--- src/hdl/sar_adc_seq_pkg.sv ---
package sar_adc_seq_pkg;

  // ***********************************************************
  // bus decode
  // ***********************************************************
  localparam int          ADR_WIDTH         = 10;
  localparam int          INDEX_WIDTH       = 8;
  localparam logic [7:0]  CTRL_INDEX        = 8'h1E;
  localparam logic [7:0]  IRQ_INDEX         = 8'h70;
  localparam logic [7:0]  RESULT_BASE_INDEX = 8'h20;
  localparam logic [7:0]  RESULT_LAST_INDEX = 8'h2E;

  // ***********************************************************
  // control register fields
  // ***********************************************************
  localparam int          CH_LSB            = 0;
  localparam int          MODE_LSB          = 3;
  localparam int          TRIG_SEL_BIT      = 5;
  localparam int          START_BIT         = 6;
  localparam int          FREQ_BIT          = 7;
  localparam logic [7:0]  CTRL_RESET        = 8'h00;

  // ***********************************************************
  // interrupt control register fields
  // ***********************************************************
  localparam int          PRIO_LSB          = 0;
  localparam int          IRQ_REQ_BIT       = 3;
  localparam logic [2:0]  PRIO_RESET        = 3'h0;
  localparam logic [7:0]  RESULT_RESET      = 8'h00;

  // ***********************************************************
  // conversion modes
  // ***********************************************************
  localparam logic [1:0]  MODE_ONE_SHOT     = 2'h0;
  localparam logic [1:0]  MODE_REPEAT       = 2'h1;

  // ***********************************************************
  // timing: divider in input clocks, conversion in conversion clock ticks
  // ***********************************************************
  localparam logic [2:0]  DIV_SLOW_LAST     = 3'h7;
  localparam logic [2:0]  DIV_FAST_LAST     = 3'h3;
  localparam logic [5:0]  CONV_TICKS        = 6'h39;
  localparam logic [2:0]  BIT_TICKS         = 3'h7;
  localparam logic [7:0]  SAR_CLEAR         = 8'h00;

endpackage : sar_adc_seq_pkg

--- src/hdl/sar_adc_sequencer.sv ---
// Overview of operation
// - a conversion starts only on the selected trigger
// - approximation register is cleared at every conversion start
// - trial bit set to one, kept if reference below input, else cleared
// - bits tried from 7 down to 0, then code stored as channel result
// - ladder threshold follows current code: zero, else ref/256*(n-0.5)
// - mode field 00 one-shot, 01 repeat, others sweep modes, which start no conversion
// - trigger select bit picks software start or external pin
// - one-shot converts the selected channel and requests an interrupt
// - software one-shot: result and request after 57 conversion ticks
// - software one-shot clears start flag after completion, then halts
// - external falling edge starts conversion only while start flag set
// - external one-shot keeps start flag, edges retrigger even mid-run
// - repeat mode never requests interrupt nor clears start flag
// - repeat mode stores each result and restarts immediately
// - unselected channel pins remain ordinary port pins
// - conversion clock is input clock divided by 8, or by 4 when fast
// - three-bit channel field selects input 0 to 7 in binary
// - request bit clears on acceptance; software may set or clear it
// - result of channel in conversion reads previous completed value
`timescale 1ns/1ps
`default_nettype none

module sar_adc_sequencer
  import sar_adc_seq_pkg::*;
(
  input  wire logic                                   clk_i,
  input  wire logic                                   rst_i,
  input  wire logic                                   ce_i,
  input  wire logic                                   cyc_i,
  input  wire logic                                   stb_i,
  input  wire logic                                   we_i,
  input  wire logic [sar_adc_seq_pkg::ADR_WIDTH-1:0]  adr_i,
  input  wire logic [3:0]                             sel_i,
  input  wire logic [31:0]                            dat_i,
  output logic      [31:0]                            dat_o,
  output logic                                        ack_o,
  input  wire logic                                   comp_i,
  input  wire logic                                   ext_conv_trigger_n_i,
  input  wire logic                                   irq_ack_i,
  output logic      [7:0]                             dac_code_o,
  output logic      [2:0]                             ch_sel_o,
  output logic      [7:0]                             analog_in_en_o,
  output logic                                        busy_o,
  output logic                                        irq_o
);
  import sar_adc_seq_pkg::*;

  typedef enum logic {IDLE, CONV} conv_state_type;

  // ***********************************************************
  // state
  // ***********************************************************
  conv_state_type state, next_state;
  logic [7:0]     ctrl, next_ctrl;
  logic [2:0]     prio, next_prio;
  logic           irq_req, next_irq_req;
  logic [7:0]     sar, next_sar;
  logic [7:0]     final_code;
  logic [2:0]     bit_idx, next_bit_idx;
  logic [2:0]     phase, next_phase;
  logic [5:0]     tick_cnt, next_tick_cnt;
  logic [2:0]     div, next_div;
  logic [7:0]     result [8];
  logic [31:0]    next_dat;
  logic           next_ack;
  logic           trig_s1, trig_s2, trig_s3;

  logic [7:0]     index;
  logic           wr, rd, wr_ctrl, wr_irq;
  logic           ext_fall, trigger, tick, done;
  logic [1:0]     mode;
  logic [2:0]     ch;
  logic           ext_sel, start;

  assign index   = adr_i[ADR_WIDTH-1:2];
  assign wr      = cyc_i & stb_i & we_i & ~ack_o & sel_i[0];
  assign rd      = cyc_i & stb_i & ~we_i & ~ack_o;
  assign wr_ctrl = wr & (index == CTRL_INDEX);
  assign wr_irq  = wr & (index == IRQ_INDEX);
  assign mode    = ctrl[MODE_LSB +: 2];
  assign ch      = ctrl[CH_LSB +: 3];
  assign ext_sel = ctrl[TRIG_SEL_BIT];
  assign start   = ctrl[START_BIT];

  // ***********************************************************
  // external trigger synchroniser
  // ***********************************************************
  // two-stage sync, edge from later stages
  always_ff @(posedge clk_i) begin
    if (rst_i) begin
      trig_s1 <= 1'b1;
      trig_s2 <= 1'b1;
      trig_s3 <= 1'b1;
    end else if (ce_i) begin
      trig_s1 <= ext_conv_trigger_n_i;
      trig_s2 <= trig_s1;
      trig_s3 <= trig_s2;
    end
  end
  assign ext_fall = trig_s3 & ~trig_s2;

  // trigger source and gating by start flag
  assign trigger = (mode == MODE_ONE_SHOT || mode == MODE_REPEAT) &&
                   start && (ext_sel ? ext_fall : (state == IDLE));

  // ***********************************************************
  // conversion clock divider
  // ***********************************************************
  // divide by 8, or by 4 when fast flag set
  always_comb begin
    next_div = div + 3'h1;
    tick     = 1'b0;
    if (div == (ctrl[FREQ_BIT] ? DIV_FAST_LAST : DIV_SLOW_LAST)) begin
      next_div = 3'h0;
      tick     = 1'b1;
    end
  end

  always_ff @(posedge clk_i) begin
    if (rst_i) begin
      div <= 3'h0;
    end else if (ce_i) begin
      div <= next_div;
    end
  end

  // ***********************************************************
  // sequencer
  // ***********************************************************
  assign final_code = {sar[7:1], comp_i};

  always_comb begin
    next_state    = state;
    next_sar      = sar;
    next_bit_idx  = bit_idx;
    next_phase    = phase;
    next_tick_cnt = tick_cnt;
    done          = 1'b0;
    if (trigger) begin
      next_state    = CONV;
      next_sar      = SAR_CLEAR;
      next_tick_cnt = 6'h00;
      next_phase    = 3'h0;
      next_bit_idx  = 3'h7;
    end else if (state == CONV && (!start ||
                 !(mode == MODE_ONE_SHOT || mode == MODE_REPEAT))) begin
      next_state = IDLE;
    end else if (state == CONV && tick) begin
      next_tick_cnt = tick_cnt + 6'h01;
      if (tick_cnt == 6'h00) begin
        next_sar[7] = 1'b1;
      end else if (phase == BIT_TICKS - 3'h1) begin
        next_sar[bit_idx] = comp_i;
        next_phase        = 3'h0;
        if (bit_idx == 3'h0) begin
          done = 1'b1;
        end else begin
          next_bit_idx           = bit_idx - 3'h1;
          next_sar[bit_idx-3'h1] = 1'b1;
        end
      end else begin
        next_phase = phase + 3'h1;
      end
      if (done) begin
        next_tick_cnt = 6'h00;
        next_bit_idx  = 3'h7;
        if (mode == MODE_REPEAT) begin
          next_sar = SAR_CLEAR;
        end else begin
          next_state = IDLE;
        end
      end
    end
  end

  always_ff @(posedge clk_i) begin
    if (rst_i) begin
      state    <= IDLE;
      sar      <= SAR_CLEAR;
      bit_idx  <= 3'h7;
      phase    <= 3'h0;
      tick_cnt <= 6'h00;
    end else if (ce_i) begin
      state    <= next_state;
      sar      <= next_sar;
      bit_idx  <= next_bit_idx;
      phase    <= next_phase;
      tick_cnt <= next_tick_cnt;
    end
  end

  // ***********************************************************
  // control and interrupt registers
  // ***********************************************************
  always_comb begin
    next_ctrl    = ctrl;
    next_prio    = prio;
    next_irq_req = irq_req;
    if (done && mode == MODE_ONE_SHOT && !ext_sel) begin
      next_ctrl[START_BIT] = 1'b0;
    end
    if (wr_ctrl) begin
      next_ctrl = dat_i[7:0];
    end
    if (irq_ack_i) begin
      next_irq_req = 1'b0;
    end
    if (wr_irq) begin
      next_prio    = dat_i[PRIO_LSB +: 3];
      next_irq_req = dat_i[IRQ_REQ_BIT];
    end
    if (done && mode == MODE_ONE_SHOT) begin
      next_irq_req = 1'b1;
    end
  end

  always_ff @(posedge clk_i) begin
    if (rst_i) begin
      ctrl    <= CTRL_RESET;
      prio    <= PRIO_RESET;
      irq_req <= 1'b0;
    end else if (ce_i) begin
      ctrl    <= next_ctrl;
      prio    <= next_prio;
      irq_req <= next_irq_req;
    end
  end

  // ***********************************************************
  // result registers and channel enables
  // ***********************************************************
  for (genvar i = 0; i < 8; i++) begin : g_chan
    logic [7:0] next_result;
    always_comb begin
      next_result = result[i];
      if (done && ch == 3'(i)) begin
        next_result = final_code;
      end
    end
    always_ff @(posedge clk_i) begin
      if (rst_i) begin
        result[i] <= RESULT_RESET;
      end else if (ce_i) begin
        result[i] <= next_result;
      end
    end
    // only selected channel leaves port use
    assign analog_in_en_o[i] = (ch == 3'(i)) &&
                               (mode == MODE_ONE_SHOT || mode == MODE_REPEAT);
  end

  // ***********************************************************
  // bus slave
  // ***********************************************************
  always_comb begin
    next_ack = cyc_i & stb_i & ~ack_o;
    next_dat = 32'h0000_0000;
    if (rd) begin
      if (index == CTRL_INDEX) begin
        next_dat[7:0] = ctrl;
      end else if (index == IRQ_INDEX) begin
        next_dat[IRQ_REQ_BIT]     = irq_req;
        next_dat[PRIO_LSB +: 3]   = prio;
      end else if (index >= RESULT_BASE_INDEX &&
                   index <= RESULT_LAST_INDEX && !index[0]) begin
        next_dat[7:0] = result[index[3:1]];
      end
    end
  end

  always_ff @(posedge clk_i) begin
    if (rst_i) begin
      ack_o <= 1'b0;
      dat_o <= 32'h0000_0000;
    end else if (ce_i) begin
      ack_o <= next_ack;
      dat_o <= next_dat;
    end
  end

  // ladder threshold is driven from code
  assign dac_code_o = sar;
  assign ch_sel_o   = ch;
  assign busy_o     = (state == CONV);
  assign irq_o      = irq_req;
endmodule : sar_adc_sequencer

`default_nettype wire

--- config.mk ---
export PLATFORM = sky130hd
export DESIGN_NAME = sar_adc_sequencer
export DESIGN_NICKNAME = d
export VERILOG_FILES = /design/src/hdl/sar_adc_seq_pkg.sv /design/src/hdl/sar_adc_sequencer.sv
export SDC_FILE = /design/constraint.sdc
export NUM_CORES = 1
export LEC_CHECK = 0
export BUFFER_PORTS_ARGS = -buffer_cell sky130_fd_sc_hd__clkbuf_2
export CORE_MARGIN = 2
export CORE_UTILIZATION = 60
export CTS_CLUSTER_DIAMETER = 120
export DETAILED_ROUTE_END_ITERATION = 10
export PLACE_DENSITY = 0.85
export SLEW_MARGIN = 10
export SYNTH_ARGS = -nofsm -noshare
export SYNTH_HDL_FRONTEND = slang
export SYNTH_SLANG_ARGS = --single-unit
--- constraint.sdc ---
create_clock -name clk_i -period 4.4 [get_ports clk_i]
set_input_delay 0.44 -clock clk_i [delete_from_list [all_inputs] [get_ports clk_i]]
set_output_delay 0.44 -clock clk_i [all_outputs]
set_load 0.01 [all_outputs]
[Word level (Yosys, flattened, before mapping)]
Memories as Yosys holds them, arrays and structs flattened.
Cells that the tools add are included.
Word-level totals
  flip-flop bits (word level): 48
  RAM bits: 64
  bits of input ports: 55
  logic and storage cells: 211
  memories: 1
Memories
  result: depth 8, width 8, rd ports 1, clocked after memory_dff 0, wr ports 8, RTL line sar_adc_sequencer.sv:64  | logic [7:0] result [8];
Cells by class
  add/sub/neg operators: 4
  order comparisons: 6
  equal/unequal tests: 25
  mux-type cells: 79
  bitwise operators: 23
  reductions and logical operators: 58
Operators by type and width (count)
  $mux 8: 26
  $mux 3: 14
  $mux 1: 28
  $logic_and 1x1->1: 26
  $mux 6: 4
  $reduce_and 2->1: 12
  $eq 3x3->1 const B: 5
  $mux 7: 2
  $reduce_bool 3->1: 4
  $and 1x1->1: 10
  $bwmux 8: 1
  $eq 8x5->1 const B: 1
  $eq 8x7->1 const B: 1
  $ge 8x6->1 const B: 1
  $le 8x6->1 const B: 1
  $lt 3x4->1 const B: 2
  $mux 4: 2
  $ne 1x1->1 const B: 8
  $or 1x1->1: 8
  $or 8x8->8: 1
  $reduce_and 4->1: 2
  $add 3x1->3 const B: 2
  $add 6x1->6 const B: 1
  $demux 1 s3: 2
  18 further kinds: 31

[Logic depth before layout (Yosys ltp)]
  word-level depth: 14
  mapped depth: 9

[Worst setup path before layout]
Ideal clock, no wire load.
  path kind: register to register
  start: reg bit_idx[1]
  end: mem result[5][0] (enable)
  library setup time: 0.384 ns
  arrival time: 2.612 ns
  required time: 4.016 ns
  slack: 1.404 ns
  stages on the path, launching flop included: 10
  clock period less this slack: 2.996 ns
  path through: dfxtp_1 clkbuf_1 inv_1 ha_1 nor2b_1 o211a_4 nand4_4 buf_6 or2_1 o21ai_0
RTL lines
  from (decl): RTL line sar_adc_sequencer.sv:60  | logic [2:0] bit_idx, next_bit_idx;
  from (signal assigned): RTL line sar_adc_sequencer.sv:187  | bit_idx <= next_bit_idx;
  to (decl): RTL line sar_adc_sequencer.sv:64

==> flow_summary.toml <==
[outcome]
status = "finished, final reports clean"

[yosys]
syn_avg_cell_area_um2 = 10.6
synth_warnings = 0
synthArstFlopShare_pct = 0
seq_area_frac_synth_pct = 47.6
synth-seq-cells = 112
synth_flop_cell = "edfxtp_1"
netlist_area_mm2 = 0.00606
synth_edf_count = 64
synthCells = 572
synth_cell_types = 72

[place]
routabilityCongestion = 0.868
dp_slack_ns = 1.50
portBuffers = 55
dp_cells = 734
dpl.hpwl_um = 9980

[setup_path]
slowest_stage = "dfxtp_1"
cp_num_cells = 8
crit_family = "simple AND/OR/NAND/NOR gates"
critPathKind = "flop to flop"
startpoint_type = "flop"
cp_slowest_stage_delay_ns = 0.45
crit_fanout = 15
cp.arrival_ns = 3.04
worstSetupEndpointType = "flop"
worstPathCellList = "inv_1, ha_1, nor2b_1, o211a_4, nand4_4, or2_1, o21ai_0, buf_4"
crit_buf_inv = 2
worstRegToRegCells = 8
required_ns = 4.49

[timing]
fin_crit_ns = 2.95
skew_ns = 0.0119
max-slew-margin-rel_pct = 44.9
finalMaxSlewViolations = 0
worst_pin_slew_ns = 0.820
setup_viol = 0
fin_ws_ns = 1.45
hold_viol = 0
finalCritPeriodShare_pct = 67.0
max_freq_mhz = 339
tns_ns = 0
rsz0062_at_grt = "false"

[floorplan]
fp.dieArea_mm2 = 0.0109
die_h_um = 104
pin_count = 109
start_util_pct = 62.0
core_area_mm2 = 0.00977
fp.dieW_um = 104
rows = 36

[drt]
first_iter_violations = 394
num_vias = 4531
post_drt_wl_per_cell_um = 18.7
routed_wl_um = 14000
drtPass1Iterations = 5
antenna_left = 0
drc = 0
avgViaCountPerCell = 6.04

[global_routing]
grt_pass1_wl_um = 22400
grtUsageTotal_pct = 26.3
grt_pass1_vias = 4359
overflow = 0
grt_max_degree = 48
antenna_found_initial = 0

[finish]
drive_gt1_share_pct = 18.5
n_antenna_cell = 0
layout.cells.non_filler = 750
final-seq-area_mm2 = 0.00288
final_cell_mix = "and2_1 (64), edfxtp_1 (64), clkbuf_2 (55)"
syn2layout_area_growth_pct = 6.92
fillers = 752
multi_input_area_mm2 = 0.00285
post-route-util_pct = 66.3
nets = 672

[cts]
insertion_delay_ns = 0.38
postCtsSetupBuffers = 0
cts_buffers = 9
cts-htree-levels = 3
clockBufferDepth = 2
clkSlewWorstSetupHoldPaths_ns = 0.10
clockRootBuffer = "clkbuf_8"
cts_hold_buf = 0
ctsResizeCount = 0
cts_tree = "yes"
clkSinkCount = 112

[power]
leakage_nw = 2.37
power_density_mw_per_mm2 = 291
vdd_ir_drop_max_uv = 182
total_power_mw = 1.89

[worst_hold_path]
hold_depth = 3
hp-class = "primary input to flop"

[flow_run]
max_cap_violations = 0
[synth_stat cells (all sizes together) (12+ instances only)]
library cell / number / area share, %
mux2i: 17 / 2.8
nor2: 37 / 2.3
inv: 12 / 0.74
clkbuf: 21 / 1.3
o21ai: 20 / 2.1
edfxtp: 64 / 32
and2: 64 / 6.6
buf: 38 / 4.7
nand2: 54 / 3.4
nor3: 17 / 1.7
a21oi: 23 / 1.9
mux4: 16 / 5.9
dfxtp: 48 / 16
[tightest hold or removal path, stage by stage]
cell      delay (ns)
clkbuf_2        0.08
mux2i_1         0.05
nand2_1         0.06
[registers in the layout, indices dropped and copies added (netlist names), 3 cells and up]
name        flops
dac_code_o      8
prio            3
dat_o           8
result         64
div             3
ctrl            8
tick_cnt        6
phase           3
bit_idx         3
[cell families after synthesis]
group                      share of synthesized area (%)
xor gates and xnor gates                           0.145
adders and majority gates                           1.03
and+or+nand+nor                                     22.3
AOI/OAI and AO/OA                                   13.3
muxes                                               8.76
buffers and inverters                               6.80
DFF                                                 47.6
other                                             0.0619
[report_power, final]
| group | switching [mW] | total [mW] | internal [mW] |
|---|---|---|---|
| Combinational | 0.0823 | 0.139 | 0.0567 |
| Clock | 0.331 | 0.589 | 0.258 |
| Sequential | 0.0209 | 1.16 | 1.14 |
| Total | 0.434 | 1.89 | 1.45 |
[metal layers]
metal | GRT usage, % | wire [um] | vias up
met3 | 3.88 | 854 | 23
met1 | 33.9 | 5760 | 2195
met2 | 45.3 | 7150 | 173
li1 | - | - | 2140
met5 | 0 | 0 | -
met4 | 8.98 | 266 | 0
[stage by stage]
step | instance area [um^2] | hold WS (ns)
5_1_grt | 6480 | 0.294
3_3_place_gp | 6300 | 0.451
2_1_floorplan | 6140 | 0.434
6_report | 6480 | 0.271
3_5_place_dp | 6300 | 0.464
4_1_cts | 6480 | 0.260
[worst paths after layout]
kind	from	to	slack [ns]
worst max-delay path	bit_idx[1]	result[7][2]	1.45
worst min-delay path	ext_conv_trigger_n_i	trig_s1	0.27
worst max register to register	bit_idx[1]	result[7][2]	1.45
worst min register to register	ack_o	ack_o	0.49
[area by class of cell]
cell class | instances | share of cell area (%)
well taps | 133 | 2.57
clock inverters | 5 | 0.734
flip-flops and latches | 112 | 44.5
inverters | 13 | 0.753
multi-input cells | 411 | 44.0
clock buffers | 11 | 2.03
repair buffers | 65 | 5.41
(Power assumes the default switching activity.)
